==> config.mk <==
export PLATFORM = sky130hd
export DESIGN_NAME = iso_rx_context_start_filter
export DESIGN_NICKNAME = d
export VERILOG_FILES = /design/src/include/iso_rx_pkg.sv /design/src/logic/iso_rx_context_start_filter.sv
export VERILOG_INCLUDE_DIRS = /design/src /design/src/include
export SDC_FILE = /design/constraint.sdc
export NUM_CORES = 1
export LEC_CHECK = 0
export ABC_CLOCK_PERIOD_IN_PS = 4100
export BUFFER_PORTS_ARGS = -buffer_cell sky130_fd_sc_hd__buf_4
export CORE_UTILIZATION = 55
export DETAILED_ROUTE_END_ITERATION = 8
export GPL_TIMING_DRIVEN = 0
export PLACE_DENSITY = 0.78
export SYNTH_ARGS = -nofsm -noshare
export SYNTH_HDL_FRONTEND = slang
export SYNTH_SLANG_ARGS = --single-unit
==> constraint.sdc <==
create_clock -name core_clk -period 4.1 [get_ports core_clk]
set_clock_uncertainty 0.1 [all_clocks]
set_input_delay 0.205 -clock core_clk [delete_from_list [all_inputs] [get_ports core_clk]]
set_output_delay 0.205 -clock core_clk [all_outputs]
set_load 0.01 [all_outputs]
==> src/include/iso_rx_map.svh <==
// Register map, field positions and sizes of the receive context filter
`ifndef ISO_RX_MAP_SVH
`define ISO_RX_MAP_SVH
`define ISO_NUM_CTX        4
`define ISO_FIFO_DEPTH     16
`define ISO_CTRL_OFS       16'h0400
`define ISO_PTRLD_OFS      16'h0404
`define ISO_PTR_OFS        16'h040C
`define ISO_MATCH_OFS      16'h410C
`define ISO_CTX_MASK       16'hFF9F
`define ISO_CTX_MSB        6
`define ISO_CTX_LSB        5
`define ISO_MATCH_WMASK    32'hF7FF_FF7F
`define ISO_CTRL_WMASK     32'h2003_8000
`define ISO_SOCE_BIT       29
`define ISO_WAIT_MSB       17
`define ISO_WAIT_LSB       16
`define ISO_RUN_BIT        15
`define ISO_ACTIVE_BIT     10
`define ISO_TAG_LSB        28
`define ISO_START_MSB      26
`define ISO_START_LSB      12
`define ISO_SYNC_MSB       11
`define ISO_SYNC_LSB       8
`define ISO_ALIGN_BIT      6
`define ISO_ALIGN_SYNC_MSB 3
`define ISO_ALIGN_SYNC_LSB 2
`define ISO_ALIGN_SYNC_OK  2'h0
`define ISO_CHAN_MSB       5
`define ISO_CHAN_LSB       0
`define ISO_TMR_MSB        26
`define ISO_TMR_LSB        12
`define ISO_WAIT_SYNC_CODE 2'h3
`define ISO_TAG_ONE        2'h1
`define ISO_ZERO32         32'h0000_0000
`endif

==> src/include/iso_rx_pkg.sv <==
// Types shared by the receive context filter
package iso_rx_pkg;
  typedef enum logic [3:0] {
    CTX_IDLE       = 4'h1,
    CTX_WAIT_CYCLE = 4'h2,
    CTX_WAIT_SYNC  = 4'h4,
    CTX_RECEIVE    = 4'h8
  } ctx_state_t;

  typedef struct packed {
    logic [5:0] channel;
    logic [1:0] tag;
    logic [3:0] sync;
  } iso_pkt_t;

  typedef struct packed {
    logic                 valid;
    logic [3:0]           acceptMask;
    iso_pkt_t             pkt;
  } rx_result_t;

  typedef struct packed {
    logic        valid;
    logic [1:0]  ctx;
    logic [31:0] addr;
  } fetch_req_t;
endpackage : iso_rx_pkg

==> src/logic/iso_rx_context_start_filter.sv <==
// Isochronous receive context start, descriptor fetch request and packet filter
// Functional notes
// (RULE1) Run set requests fetch at pointer
// (RULE2) Four contexts, registers at 32-byte stride
// (RULE3) Tag-three enable accepts tag 11
// (RULE4) Tag-two enable accepts tag 10
// (RULE5) Tag-one enable accepts tag 01
// (RULE6) Tag-zero enable accepts tag 00
// (RULE7) Match bit 27 reads zero, ignores writes
// (RULE8) Fifteen-bit start cycle held in match
// (RULE9) Start-on-cycle waits for timer equal start
// (RULE10) Compare two seconds bits plus cycle count
// (RULE11) Match register starts, filters, awaits sync
// (RULE12) Wait code 11 compares packet sync field
// (RULE13) Align filter: tag 01 needs sync 00
// (RULE14) Channel must equal match channel field
// (RULE15) Only software changes run; reset clears
// (RULE16) Several tag enables may match together
`include "iso_rx_map.svh"

module iso_rx_fifo #(
  parameter int WIDTH = 12,
  parameter int DEPTH = 16
) (
  // Clock and reset
  input  wire logic             core_clk,
  input  wire logic             reset_n,
  // Fill side
  input  wire logic             inValid,
  output logic                  inReady,
  input  wire logic [WIDTH-1:0] inData,
  // Drain side
  output logic                  outValid,
  input  wire logic             outReady,
  output logic [WIDTH-1:0]      outData
);
  localparam int AW = $clog2(DEPTH);

  logic [WIDTH-1:0] mem [DEPTH];
  logic [AW-1:0]    wrPtr_r;
  logic [AW-1:0]    wrPtr_nxt;
  logic [AW-1:0]    rdPtr_r;
  logic [AW-1:0]    rdPtr_nxt;
  logic [AW:0]      count_r;
  logic [AW:0]      count_nxt;
  logic             push;
  logic             pop;

  assign inReady  = count_r != (AW+1)'(DEPTH);
  assign outValid = count_r != '0;
  assign outData  = mem[rdPtr_r];
  assign push     = inValid && inReady;
  assign pop      = outValid && outReady;

  always_comb begin
    wrPtr_nxt = push ? wrPtr_r + 1'b1 : wrPtr_r;
    rdPtr_nxt = pop ? rdPtr_r + 1'b1 : rdPtr_r;
    count_nxt = count_r;
    if (push && !pop) begin
      count_nxt = count_r + 1'b1;
    end else if (pop && !push) begin
      count_nxt = count_r - 1'b1;
    end
  end

  always_ff @(posedge core_clk or negedge reset_n) begin
    if (!reset_n) begin
      wrPtr_r <= '0;
      rdPtr_r <= '0;
      count_r <= '0;
    end else begin
      wrPtr_r <= wrPtr_nxt;
      rdPtr_r <= rdPtr_nxt;
      count_r <= count_nxt;
    end
  end

  // Storage has no reset so it maps onto plain RAM
  always_ff @(posedge core_clk) begin
    if (push) begin
      mem[wrPtr_r] <= inData;
    end
  end
endmodule : iso_rx_fifo

module iso_rx_context_start_filter (
  // Clock and reset
  input  wire logic                   core_clk,
  input  wire logic                   reset_n,
  // APB slave
  input  wire logic                   psel,
  input  wire logic                   penable,
  input  wire logic                   pwrite,
  input  wire logic [15:0]            paddr,
  input  wire logic [31:0]            pwdata,
  input  wire logic [3:0]             pstrb,
  output logic [31:0]                 prdata,
  output logic                        pready,
  output logic                        pslverr,
  // Cycle timer from the link
  input  wire logic [31:0]            cycleTimer,
  // Received packet headers from the link
  input  wire logic                   pktValid,
  output logic                        pktReady,
  input  wire iso_rx_pkg::iso_pkt_t   pktIn,
  // Filter verdict per packet
  output logic                        resValid,
  input  wire logic                   resReady,
  output iso_rx_pkg::rx_result_t      resOut,
  // Descriptor fetch request
  output logic                        fetchValid,
  input  wire logic                   fetchReady,
  output iso_rx_pkg::fetch_req_t      fetchOut
);
  localparam int NCTX = `ISO_NUM_CTX;

  // Bus decode
  logic [15:0]             regSel;
  logic [1:0]              ctxSel;
  logic                    mapped;
  logic                    setup;
  logic                    wrEn;
  logic [31:0]             byteMask;
  logic [31:0]             rdValue;
  logic [31:0]             prdata_r;
  logic [31:0]             prdata_nxt;
  logic                    pslverr_r;
  logic                    pslverr_nxt;

  // Per-context views
  logic [NCTX-1:0][31:0]   ctrlVec;
  logic [NCTX-1:0][31:0]   matchVec;
  logic [NCTX-1:0][31:0]   ptrVec;
  logic [NCTX-1:0]         activeVec;
  logic [NCTX-1:0]         pendVec;
  logic [NCTX-1:0]         grant;
  logic [NCTX-1:0]         accept;

  // Packet path
  iso_rx_pkg::iso_pkt_t    headPkt;
  logic                    headValid;
  logic                    pop;
  iso_rx_pkg::rx_result_t  res_r;
  iso_rx_pkg::rx_result_t  res_nxt;

  // Fetch path
  iso_rx_pkg::fetch_req_t  fetch_r;
  iso_rx_pkg::fetch_req_t  fetch_nxt;
  logic                    fetchLoad;
  logic [1:0]              grantIdx;

  // RULE2 context index from the stride bits
  assign regSel   = paddr & `ISO_CTX_MASK;
  assign ctxSel   = paddr[`ISO_CTX_MSB:`ISO_CTX_LSB];
  assign mapped   = (regSel == `ISO_CTRL_OFS) || (regSel == `ISO_PTRLD_OFS) ||
                    (regSel == `ISO_PTR_OFS) || (regSel == `ISO_MATCH_OFS);
  assign setup    = psel && !penable;
  assign wrEn     = psel && penable && pwrite && mapped;
  assign byteMask = {{8{pstrb[3]}}, {8{pstrb[2]}}, {8{pstrb[1]}}, {8{pstrb[0]}}};
  assign pready   = psel && penable;
  assign prdata   = prdata_r;
  assign pslverr  = pslverr_r;

  always_comb begin
    rdValue = `ISO_ZERO32;
    if (regSel == `ISO_CTRL_OFS) begin
      rdValue = ctrlVec[ctxSel];
      rdValue[`ISO_ACTIVE_BIT] = activeVec[ctxSel];
    end else if (regSel == `ISO_PTRLD_OFS || regSel == `ISO_PTR_OFS) begin
      rdValue = ptrVec[ctxSel];
    end else if (regSel == `ISO_MATCH_OFS) begin
      rdValue = matchVec[ctxSel];
    end
  end

  // Read data is captured in the setup cycle so it comes from a flop
  always_comb begin
    prdata_nxt  = setup ? (pwrite ? `ISO_ZERO32 : rdValue) : prdata_r;
    pslverr_nxt = setup ? !mapped : pslverr_r;
  end

  always_ff @(posedge core_clk or negedge reset_n) begin
    if (!reset_n) begin
      prdata_r  <= `ISO_ZERO32;
      pslverr_r <= 1'b0;
    end else begin
      prdata_r  <= prdata_nxt;
      pslverr_r <= pslverr_nxt;
    end
  end

  iso_rx_fifo #(
    .WIDTH ($bits(iso_rx_pkg::iso_pkt_t)),
    .DEPTH (`ISO_FIFO_DEPTH)
  ) u_fifo (
    .core_clk (core_clk),
    .reset_n  (reset_n),
    .inValid  (pktValid),
    .inReady  (pktReady),
    .inData   (pktIn),
    .outValid (headValid),
    .outReady (pop),
    .outData  (headPkt)
  );

  // A stalled verdict port holds the head, so the FIFO fills and pushes back
  assign pop = headValid && (!res_r.valid || resReady);

  for (genvar g = 0; g < NCTX; g++) begin : g_ctx
    logic [31:0]             ctrl_r;
    logic [31:0]             ctrl_nxt;
    logic [31:0]             match_r;
    logic [31:0]             match_nxt;
    logic [31:0]             ptr_r;
    logic [31:0]             ptr_nxt;
    logic                    pend_r;
    logic                    pend_nxt;
    iso_rx_pkg::ctx_state_t  st_r;
    iso_rx_pkg::ctx_state_t  st_nxt;
    logic                    hit;
    logic                    tagOk;
    logic                    alignOk;
    logic                    chanOk;
    logic                    syncOk;
    logic                    cycleHit;
    logic                    waitSync;

    assign hit      = wrEn && (ctxSel == 2'(g));
    // RULE10 low two seconds bits and the full cycle count
    assign cycleHit = cycleTimer[`ISO_TMR_MSB:`ISO_TMR_LSB] ==
                      match_r[`ISO_START_MSB:`ISO_START_LSB];
    assign waitSync = ctrl_r[`ISO_WAIT_MSB:`ISO_WAIT_LSB] == `ISO_WAIT_SYNC_CODE;
    // RULE3 RULE4 RULE5 RULE6 enable bit indexed by the tag value
    // RULE16 any set enable may match on its own
    assign tagOk    = match_r[`ISO_TAG_LSB + 32'(headPkt.tag)];
    // RULE13 extra sync check only on tag 01
    assign alignOk  = !(match_r[`ISO_ALIGN_BIT] && headPkt.tag == `ISO_TAG_ONE &&
                        headPkt.sync[`ISO_ALIGN_SYNC_MSB:`ISO_ALIGN_SYNC_LSB] !=
                        `ISO_ALIGN_SYNC_OK);
    // RULE14 channel compare
    assign chanOk   = headPkt.channel == match_r[`ISO_CHAN_MSB:`ISO_CHAN_LSB];
    // RULE12 sync field compare
    assign syncOk   = headPkt.sync == match_r[`ISO_SYNC_MSB:`ISO_SYNC_LSB];
    // RULE11 reception gated by start, sync and tag conditions
    assign accept[g] = tagOk && alignOk && chanOk &&
                       ((st_r == iso_rx_pkg::CTX_RECEIVE) ||
                        (st_r == iso_rx_pkg::CTX_WAIT_SYNC && syncOk));

    assign ctrlVec[g]   = ctrl_r;
    assign matchVec[g]  = match_r;
    assign ptrVec[g]    = ptr_r;
    assign pendVec[g]   = pend_r;
    assign activeVec[g] = st_r != iso_rx_pkg::CTX_IDLE;

    always_comb begin
      ctrl_nxt  = ctrl_r;
      match_nxt = match_r;
      ptr_nxt   = ptr_r;
      if (hit && regSel == `ISO_CTRL_OFS) begin
        // RULE15 run only moves on a software write or reset
        ctrl_nxt = (ctrl_r & ~(`ISO_CTRL_WMASK & byteMask)) |
                   (pwdata & `ISO_CTRL_WMASK & byteMask);
      end
      if (hit && regSel == `ISO_MATCH_OFS) begin
        // RULE7 RULE8 reserved bits masked, start cycle stored
        match_nxt = (match_r & ~(`ISO_MATCH_WMASK & byteMask)) |
                    (pwdata & `ISO_MATCH_WMASK & byteMask);
      end
      // Pointer is read-only at its own offset; loaded by writes at the load offset 0x0404
      if (hit && regSel == `ISO_PTRLD_OFS) begin
        ptr_nxt = (ptr_r & ~byteMask) | (pwdata & byteMask);
      end
    end

    always_comb begin
      pend_nxt = pend_r;
      // RULE1 run going high queues a fetch; new request wins over grant
      if (!ctrl_r[`ISO_RUN_BIT] && ctrl_nxt[`ISO_RUN_BIT]) begin
        pend_nxt = 1'b1;
      end else if (!ctrl_nxt[`ISO_RUN_BIT] || grant[g]) begin
        pend_nxt = 1'b0;
      end
    end

    always_comb begin
      st_nxt = st_r;
      if (!ctrl_r[`ISO_RUN_BIT]) begin
        st_nxt = iso_rx_pkg::CTX_IDLE;
      end else begin
        unique case (st_r)
          iso_rx_pkg::CTX_IDLE: begin
            // RULE9 hold off until the cycle timer reaches the start value
            if (ctrl_r[`ISO_SOCE_BIT]) begin
              st_nxt = iso_rx_pkg::CTX_WAIT_CYCLE;
            end else begin
              st_nxt = waitSync ? iso_rx_pkg::CTX_WAIT_SYNC : iso_rx_pkg::CTX_RECEIVE;
            end
          end
          iso_rx_pkg::CTX_WAIT_CYCLE: begin
            if (cycleHit) begin
              st_nxt = waitSync ? iso_rx_pkg::CTX_WAIT_SYNC : iso_rx_pkg::CTX_RECEIVE;
            end
          end
          iso_rx_pkg::CTX_WAIT_SYNC: begin
            if (pop && accept[g]) begin
              st_nxt = iso_rx_pkg::CTX_RECEIVE;
            end
          end
          iso_rx_pkg::CTX_RECEIVE: begin
            st_nxt = iso_rx_pkg::CTX_RECEIVE;
          end
        endcase
      end
    end

    always_ff @(posedge core_clk or negedge reset_n) begin
      if (!reset_n) begin
        ctrl_r  <= `ISO_ZERO32;
        match_r <= `ISO_ZERO32;
        ptr_r   <= `ISO_ZERO32;
        pend_r  <= 1'b0;
        st_r    <= iso_rx_pkg::CTX_IDLE;
      end else begin
        ctrl_r  <= ctrl_nxt;
        match_r <= match_nxt;
        ptr_r   <= ptr_nxt;
        pend_r  <= pend_nxt;
        st_r    <= st_nxt;
      end
    end
  end

  // Lowest pending context wins; one request outstanding at a time
  assign fetchLoad = !fetch_r.valid || fetchReady;
  assign grant     = fetchLoad ? (pendVec & (~pendVec + 1'b1)) : '0;

  always_comb begin
    grantIdx = 2'h0;
    for (int i = NCTX - 1; i >= 0; i--) begin
      if (pendVec[i]) begin
        grantIdx = 2'(i);
      end
    end
  end

  always_comb begin
    fetch_nxt = fetch_r;
    res_nxt   = res_r;
    if (fetchLoad) begin
      // RULE1 address taken from that context's pointer
      fetch_nxt.valid = |pendVec;
      fetch_nxt.ctx   = grantIdx;
      fetch_nxt.addr  = ptrVec[grantIdx];
    end
    if (pop) begin
      res_nxt.valid      = 1'b1;
      res_nxt.acceptMask = accept;
      res_nxt.pkt        = headPkt;
    end else if (resReady) begin
      res_nxt.valid = 1'b0;
    end
  end

  always_ff @(posedge core_clk or negedge reset_n) begin
    if (!reset_n) begin
      fetch_r <= '0;
      res_r   <= '0;
    end else begin
      fetch_r <= fetch_nxt;
      res_r   <= res_nxt;
    end
  end

  assign fetchValid = fetch_r.valid;
  assign fetchOut   = fetch_r;
  assign resValid   = res_r.valid;
  assign resOut     = res_r;
endmodule : iso_rx_context_start_filter
# == Word-level counts from Yosys, hierarchy flattened ==
# Memory sizes are Yosys's and may differ from the RTL's.
# Cells that the tools add are included.
# totals
ramBits,192
romBits,0
latch_bits,0
elab_cells,304
mem_count,1
reg_bits,502
in_bits,104
# memory_table
memory,depth,width,rd,rd_clocked_by_memory_dff,wr,line,rtl
u_fifo.mem,16,12,1,0,1,iso_rx_context_start_filter.sv:39,logic [WIDTH-1:0] mem [DEPTH];
# op_classes
add_sub_neg,6
order_cmp,3
n_mux,69
n_div,0
n_reduce_logical,103
bitwise,32
n_mul,0
eq_ne,53
shifts,0
# op_table
op,count
$and 32x32->32,14
$or 32x32->32,12
$bmux 32 s2,4
$mux 32,8
$mux 4,21
$mux 16,4
$not 32->32,2
$pmux 4 s4,4
$eq 15x15->1,4
$logic_and 1x1->1,57
$eq 14x9->1 const B,3
$and 30x32->32,1
$not 30->32,1
$eq 6x6->1,4
$bmux 1 s5,4
$logic_not 1->1,18
$mux 1,17
$eq 4x1->1 const B,4
$eq 4x2->1 const B,4
$eq 4x3->1 const B,4
$eq 4x4->1,4
$eq 4x4->1 const B,4
$ne 4x1->1 const B,4
$eq 14x13->1 const B,1
22 further kinds,63

# == Logic depth before layout (Yosys ltp) ==
# Gate-level depths: netlist (run 1).
# logic_depth
depth_word,12
mapped_depth,12
depth_no_buf,11

# == Modules after synthesis ==
# A second synthesis (run 1) with hierarchy kept.
# unflattened
hier_cells,1822
hier_area_um2,26369.0
# modules_own_cells
module,cells_each,area_each_um2,n_inst
iso_rx_context_start_filter,1390,18188.7,1
iso_rx_fifo,432,8180.3,1

# == Worst setup path after synthesis (run 1) ==
# Ideal clock, no wire load.
# synth_path
kind,reg2reg
startpoint,reg u_fifo.count_r[1]
endpoint,reg u_fifo.count_r[4]
required_ns,3.875
path_slack_ns,1.007
t_arrival_ns,2.868
stages_incl_launch_ff,13
path_cell_list,dfrtp_1 or4_1 o21a_1 inv_2 clkbuf_1 ha_1 inv_1 ha_1 a21o_1 a21oi_1 xnor2_1 nor2_1 xor2_1
# synth_between
elab_chain_cells,6
elab_cells_between_ends,14
cone_classes,add/sub: 2; eq/ne: 1; mux: 2; reduce/logical: 9
# synth_rtl
item,line,rtl
"start, declared",iso_rx_context_start_filter.sv:44,logic [AW:0] count_r;
"start signal, assigned",iso_rx_context_start_filter.sv:74,count_r <= count_nxt;
"parallel branches: the longest is 6 deep, another holds $sub 5x1->5",--,
# Parallel ways; which one is timed is not known. The select of a mux whose other input is x is not followed.
# A chain may end at the register's enable or synchronous reset.

# == Worst setup path in the final report (run 1) ==
# layout_path
startpoint,reg u_fifo.rdPtr_r[3]
endpoint,reg g_ctx[2].st_r[2]
# layout_between
elab_chain_cells,11
elab_cells_between_ends,19
cone_classes,add/sub: 1; eq/ne: 4; mux: 2; reduce/logical: 11; memory: 1
# layout_rtl
item,line,rtl
"start, declared",iso_rx_context_start_filter.sv:42,logic [AW-1:0] rdPtr_r;
"start signal, assigned",iso_rx_context_start_filter.sv:73,rdPtr_r <= rdPtr_nxt;
$mem_v2 16x12 (*),--,
"parallel branches: the longest is 6 deep, another holds $add 5x2->6",--,
$logic_and 1x1->1 (*),iso_rx_context_start_filter.sv:245,assign accept[g] = tagOk && alignOk && chanOk &&
$logic_and 1x1->1 (*),iso_rx_context_start_filter.sv:305,if (pop && accept[g]) begin
$ne 3x2->1 (no source line) (*),--,
$reduce_and 2->1 (no source line) (*),--,
"end signal, assigned",iso_rx_context_start_filter.sv:322,st_r <= iso_rx_pkg::CTX_IDLE;
"end signal, assigned",iso_rx_context_start_filter.sv:328,st_r <= st_nxt;
"end, declared",iso_rx_context_start_filter.sv:218,iso_rx_pkg::ctx_state_t st_r;
# Mark *: on every way between the ends. The select of a mux whose other input is x is not followed.

==> results of run 1 <==
[final timing paths]
check                                                     to  slack, ns                           from
worst max-delay path            g_ctx[2].st_r[2]$_DFFE_PN0P_       0.15  u_fifo.rdPtr_r[3]$_DFFE_PN0P_
worst min-delay path                               async pin       0.02                        reset_n
worst max register to register  g_ctx[2].st_r[2]$_DFFE_PN0P_       0.15  u_fifo.rdPtr_r[3]$_DFFE_PN0P_
worst min register to register        prdata[21]$_DFFE_PN0P_       0.37         prdata[21]$_DFFE_PN0P_
max in group asynchronous                          async pin       2.83                        reset_n
min in group core_clk           g_ctx[1].st_r[1]$_DFFE_PN0P_       0.07                 cycleTimer[16]
[power groups by stage]
stage / Clock (µW) / Sequential, µW / Combinational (µW)
3_5_place_dp: 0 / 6540 / 3990
3_3_place_gp: 0 / 6530 / 3840
6_report: 5280 / 6440 / 4130
4_1_cts: 5320 / 6430 / 4060
2_1_floorplan: 0 / 6500 / 2620
5_1_grt: 5550 / 6460 / 4390
[timing repair]
item	CTS	global route
setup buffers	0	0
endpoints found under the hold margin	733	0
hold buffers	50	0
setup endpoints to repair	0	0
gates resized for setup	0	0
[routing by layer]
layer,GRT usage [%],routed length (µm),up-vias
met5,0,0,-
met1,39.2,29600,9844
li1,-,-,8216
met3,5.34,5630,234
met2,51.6,38400,985
met4,16.2,4150,0
[area by class of cell]
class | instances | area [µm²]
Inverter | 25 | 93.8
Tap cell | 664 | 831
Clock buffer | 78 | 1600
Timing Repair Buffer | 228 | 1930
Sequential cell | 574 | 15300
Multi-Input combinational cell | 1301 | 11400
Buffer | 116 | 544
Antenna cell | 2 | 5.00
Clock inverter | 32 | 293
Fill cell | 3514 | 16900
[metrics by stage]
stage,cells,hold WS [ns]
after detailed placement,2858,0.0772
after global placement,2847,0.352
after floorplan,2016,-0.191
final,3020,0.0197
after global routing,3019,0.0621
after CTS,3018,0.0206
[cell usage after synthesis (10+ instances only)]
| library cell | count | area [µm²] |
|---|---|---|
| a21oi_1 | 50 | 250 |
| a22o_1 | 19 | 166 |
| a22oi_1 | 31 | 233 |
| and2_1 | 10 | 62.6 |
| and3_1 | 33 | 206 |
| buf_2 | 12 | 60.1 |
| clkbuf_1 | 86 | 323 |
| dfrtp_1 | 378 | 9460 |
| edfxtp_1 | 192 | 5770 |
| inv_1 | 23 | 86.3 |
| mux2_2 | 290 | 3270 |
| mux2i_1 | 51 | 510 |
| mux4_1 | 13 | 342 |
| mux4_2 | 87 | 1960 |
| nand2_1 | 173 | 649 |
| nand3_1 | 29 | 145 |
| nand4_1 | 22 | 138 |
| nor2_1 | 73 | 274 |
| nor3_1 | 34 | 170 |
| nor4_1 | 22 | 138 |
| o211ai_1 | 15 | 113 |
| o21ai_0 | 72 | 360 |
| o22ai_1 | 35 | 219 |
| or3_1 | 11 | 68.8 |
| xnor2_1 | 53 | 464 |
| xor2_1 | 40 | 350 |
[kinds of logic (layout without fill, tap and decap cells)]
kind of cell,Yosys count,count (layout)
flip-flops,574,574
AND/OR/NAND/NOR,470,470
buffers and inverters,141,479
other,0,2
adder cells (fa/ha/maj),10,10
XOR/XNOR,94,94
multiplexers,448,448
AO/OA/AOI/OAI,279,279
==> key figures, run 1 <==
Global route
  – Initial antenna violation count: 1
  – Number of global-route vias before repair: 19317
  – Largest net degree at the start of global routing: 131
  – Total global-route track usage: 31.1%
  – Grt total ovfl: 0
  – First-pass GRT wire length: about 120 mm

Clock tree
  – Max clock buf depth: 3
  – Num CTS Buffers: 58
  – CTS H-tree lvls: 2
  – Clock Root Buffer: clkbuf_16
  – CTS clk-pin slew, worst paths: approximately 0.060 ns
  – CTS tree: done
  – Clock sink count: about 570
  – Worst-Skew Late Latency: 0.63 ns

Worst setup path
  – Critical Path Fanout Max: 10
  – CP max stage cell: a2111oi_2
  – Crit Path Class: reg2reg
  – Arrival @ worst endpoint: roughly 4.3 ns
  – CP Buf/Inv Count: 2
  – CP Capture Type: register
  – CP Depth: 9
  – CP required: ~4.5 ns
  – CP peak stage delay: around 0.71 ns
  – CP Cell Sequence: buf_2 > buf_1 > mux4_1 > mux4_2 > xor2_1 > a31oi_1 > a31oi_1 > a2111oi_2 > nor3_1
  – CP Launch Type: register
  – Worst r2r path cells: 9
  – CP top delay family: multiplexers
  – CP dominant cell by count: a31oi_1

Finish
  – Most frequent cells in the layout: dfrtp_1, mux2_2, edfxtp_1, nand2_1, buf_4
  – Area delta synth->final: 17.2%
  – Nets@finish: 2418
  – Commonest non-fill, non-tap cell in the layout: dfrtp_1
  – Design area: approximately 32000 µm²
  – Post-layout util: between 60% and 70%
  – Share of post-route cells with drive strength above 1: a little under a third

STA
  – Fin crit period: a little under 4 ns
  – Max Transition Viols Final: 0
  – Slew @ Worst Pin: roughly 1.4 ns
  – Endpoints failing hold: 0
  – Worst slew margin: 9.59%
  – Fin crit share: ~96%
  – Setup ws final: 0.151 ns
  – Unrepaired setup endpoints after global routing: no
  – Finish-stage setup viols: 0
  – Max Fclk: 0.253 GHz
  – Setup Total Neg Slack: 0 ns

Placement
  – Worst slack, placed: approximately 0.12 ns
  – Buffers added on ports: about 170
  – HPWL after DPL: approximately 55 mm
  – Dpl cell area: about 30000 µm²
  – GP Congestion: ~0.94

Synth
  – Synth Area in Simple Gates: 8.79%
  – Multiplexer share of the synthesized area: 22.6%
  – Main combinational cell family by area after synthesis: multiplexers
  – Synth Cell Area: 27300 µm²
  – Synth cell types: 86
  – Syn Nets: between 2000 and 2500
  – Ys async rst share: approximately 67%
  – Post-synthesis sequential area ratio: 56.1%
  – #FFs+latches synth: approximately 570
  – Top FF cell, synth: dfrtp_1
  – Synthesized area per cell: about 14 µm²
  – Adder-cell share of the synthesized area: 0.486%
  – Compound-Gate Fraction of Synth Area: between 6 and 7%
  – Synth Area in XOR/XNOR: approximately 3.0%
  – Synth Warn #: 0
  – EDFF count, synth: 192
  – Mapped Cells: between 2000 and 2500

Die
  – Die Ht: approximately 220 µm
  – Initial Utilization: a little under three fifths
  – Row count: 81
  – Full die area: a little over 50000 µm²
  – Die span in x: around 220 µm
  – Total core area: around 49000 µm²
  – Io pins: a little under 200

Detailed routing
  – Drt drc: 0
  – Drt total wl: 77.8 mm
  – Total iterations of the first detailed-routing run: 5
  – Via Count: just under 20000
  – Detail Route Antenna Nets: 0
  – Starting DRT DRC Count: 1921
  – DR vias/cell: 6.38
  – WL/cell: 25.8 µm

Power
  – Leakage: roughly 0.014 µW
  – Net Switching: between 5000 and 6000 µW
  – Maximum vdd drop: about 0.00053 V
  – Pint: ~11000 µW
  – Gate power share: 26.1%
  – Power Total: approximately 16000 µW
  – Net Sw Frac: roughly a third
  – PD cells: approximately 490 nW/µm²
  – Flop pwr share: between 40% and 50%
  – Clock power frac: between 30% and 40%

Run
  – Max-cap violations: 0

Min path
  – HP Class: in2async

Outcome
  – Outcome: complete, no violations
Note: power is estimated with default switching activity, not from simulation.
==> run 2, diff against run 1 <==
--- a/config.mk
+++ b/config.mk
@@ -11,7 +11,7 @@
 export CORE_UTILIZATION = 55
 export DETAILED_ROUTE_END_ITERATION = 8
 export GPL_TIMING_DRIVEN = 0
-export PLACE_DENSITY = 0.78
+export PLACE_DENSITY_LB_ADDON = 0.1
 export SYNTH_ARGS = -nofsm -noshare
 export SYNTH_HDL_FRONTEND = slang
 export SYNTH_SLANG_ARGS = --single-unit
==> run 2 against run 1 <==
Critical endpoint unchanged; die area did not move; sequential share of layout area shrank 0.21 points; critical path type unchanged; combinational power is 1% higher; register-to-register slack got worse by 0.09 ns; first-iteration DRC count is 23% lower; critical path depth unchanged; non-clock buffer count down 1; total power is 2.3% higher; global-route usage is 0.25 points higher; clock-buffer cell count is 1 higher; via count shrank 3.3%; wire length increased by 0.12%.
==> key figures, run 2 (synthesized netlist as in run 1, its figures left out) <==
Run
  – Max-cap violations: 0 (unchanged)

Finish
  – Most frequent cells in the layout: dfrtp_1, mux2_2, edfxtp_1, nand2_1, buf_4
  – Fin cells: 3015 (-0.17%)
  – Commonest non-fill, non-tap cell in the layout: dfrtp_1
  – Post-layout util: 65.7% (+0.29 points)
  – Design area: 32200 µm² (+0.45%)
  – Share of post-route cells with drive strength above 1: 30.4% (+0.29 points)
  – Nets@finish: 2419 (+0.041%)
  – Diodes inserted: 0 (-2)
  – Fillers: 3640 (+3.6%)
  – Area delta synth->final: 17.8%

STA
  – Fin crit share: 98.5% (+2.1 points)
  – Min Hold Slack: 0.0287 ns (+0.00898 ns)
  – Finish-stage setup viols: 0 (unchanged)
  – Slew @ Worst Pin: 1.35 ns (-0.00436 ns)
  – Endpoints failing hold: 0 (unchanged)
  – Fin crit period: 4.04 ns (+0.0872 ns)
  – Worst slew margin: 10.2% (+0.62 points)
  – Unrepaired setup endpoints after global routing: no
  – Max Fclk: 0.248 GHz (-2.2%)
  – Max Transition Viols Final: 0 (unchanged)

Clock tree
  – CTS clk-pin slew, worst paths: 0.06 ns (about the same)
  – CTS H-tree lvls: 2 (unchanged)
  – CTS tree: done
  – Worst-Skew Late Latency: 0.63 ns (about the same)
  – Max clock buf depth: 3 (unchanged)
  – Num CTS Buffers: 60 (+3.4%)
  – Clock sink count: 574 (unchanged)
  – Clock Root Buffer: clkbuf_16

Detailed routing
  – Drt drc: 0 (unchanged)
  – WL/cell: 25.8 µm (+0.29%)
  – Starting DRT DRC Count: 1480 (-23%)
  – Drt total wl: 77.9 mm (+0.12%)
  – Via Count: 18637 (-3.3%)
  – Total iterations of the first detailed-routing run: 5 (unchanged)
  – Detail Route Antenna Nets: 0 (unchanged)
  – DR vias/cell: 6.18 (-3.2%)

Power
  – Leakage: 0.0140 µW (+0.66%)
  – PD cells: 504 nW/µm² (+1.8%)
  – Maximum vdd drop: 0.000423 V (-20%)

Global route
  – Largest net degree at the start of global routing: 119 (-9.2%)
  – First-pass GRT wire length: 117 mm (+0.28%)
  – Grt total ovfl: 0 (unchanged)
  – Number of global-route vias before repair: 18944 (-1.9%)
  – Initial antenna violation count: 0 (-1)
  – Total global-route track usage: 31.3% (+0.25 points)

Worst setup path
  – CP Capture Type: register
  – Arrival @ worst endpoint: 4.40 ns (+0.08 ns)
  – Critical Path Fanout Max: 10 (unchanged)
  – CP Launch Type: register
  – CP required: 4.46 ns (about the same)
  – Crit Path Class: reg2reg

Placement
  – Dpl cell area: 29600 µm² (about the same)
  – HPWL after DPL: 55.6 mm (+1.5%)
  – Placed Instances: 2858 (unchanged)
  – Buffers added on ports: 167 (unchanged)
  – GP Congestion: 0.900 (-4.6%)

Die
  – Full die area: 50600 µm² (unchanged)
  – Io pins: 193 (unchanged)
  – Initial Utilization: 55.8% (unchanged)
  – Total core area: 49000 µm² (unchanged)
  – Die Ht: 225 µm (unchanged)
  – Die span in x: 225 µm (unchanged)
  – Row count: 81 (unchanged)

Min path
  – HP Class: in2reg

Outcome
  – Outcome: complete, no violations
-- run 2: cell types whose count changed in the layout (fill, tap and decap cells not counted), sizes merged --
cell         change
dlygate4sd3      -1
diode            -2
clkinvlp         -5
clkbuf           +1
inv              -1
bufinv           +3
-- run 2: worst max-delay path, cell delays in order (launching register included) --
cell	delay, ns
dfrtp_1	0.34
buf_2	0.24
buf_1	0.51
mux4_2	0.41
mux4_2	0.63
xor2_1	0.22
a31oi_1	0.23
a31oi_1	0.23
a2111oi_2	0.81
nor3_1	0.13
-- run 2: timing repair --
item | in CTS | in global routing
gates resized for setup | 1 | 2
gates cloned | 0 | 0
pin swaps | 0 | 0
setup buffers | 0 | 0
hold buffers | 49 | 0
endpoints found under the hold margin | 513 | 0
endpoints found under the setup margin | 1 | 1
-- run 2: power breakdown --
part | internal (µW) | switching [µW]
Clock | 3330 | 2290
Combinational | 1590 | 2600
Sequential | 6260 | 134
Total | 11200 | 5030
-- run 2: metal layers --
layer	GRT usage, %	wire length, µm	up-vias
met5	0	0	-
met2	51.4	37800	680
li1	-	-	8215
met1	42.6	32600	9597
met4	10.7	2670	0
met3	4.96	4860	145
-- run 2: through the flow --
step	total power, µW	setup TNS [ns]	worst slack [ns]
after floorplan	9120	0	1.01
after global placement	10500	-328.29	-0.927
after detailed placement	10600	-0.0146	-0.0146
after CTS	16200	0	0.0133
after global routing	16800	0	0.0171
final	16200	0	0.0635
-- run 2: final cells by class --
cell class / count / area (µm²) / area share (%)
Buffer: 116 / 547 / 1.70
Multi-Input combinational cell: 1301 / 11400 / 35.4
Timing Repair Buffer: 227 / 1930 / 6.01
Clock buffer: 79 / 1690 / 5.27
Sequential cell: 574 / 15300 / 47.7
Inverter: 25 / 93.8 / 0.292
Clock inverter: 29 / 338 / 1.05
Tap cell: 664 / 831 / 2.58
-- run 2: path summary, 6_finish.rpt --
path                                               startpoint                           end  slack [ns]  cells past startpoint
worst max-delay path            u_fifo.rdPtr_r[3]$_DFFE_PN0P_  g_ctx[2].st_r[2]$_DFFE_PN0P_        0.06                      9
worst min-delay path                           cycleTimer[22]  g_ctx[0].st_r[1]$_DFFE_PN0P_        0.03                      5
worst max register to register  u_fifo.rdPtr_r[3]$_DFFE_PN0P_  g_ctx[2].st_r[2]$_DFFE_PN0P_        0.06                      9
worst min register to register          prdata[8]$_DFFE_PN0P_         prdata[8]$_DFFE_PN0P_        0.37                      2
max in group asynchronous                             reset_n       fetchOut[1]$_DFFE_PN0N_        2.42                      4
min in group asynchronous                             reset_n      fetchOut[24]$_DFFE_PN0N_        0.08                      2
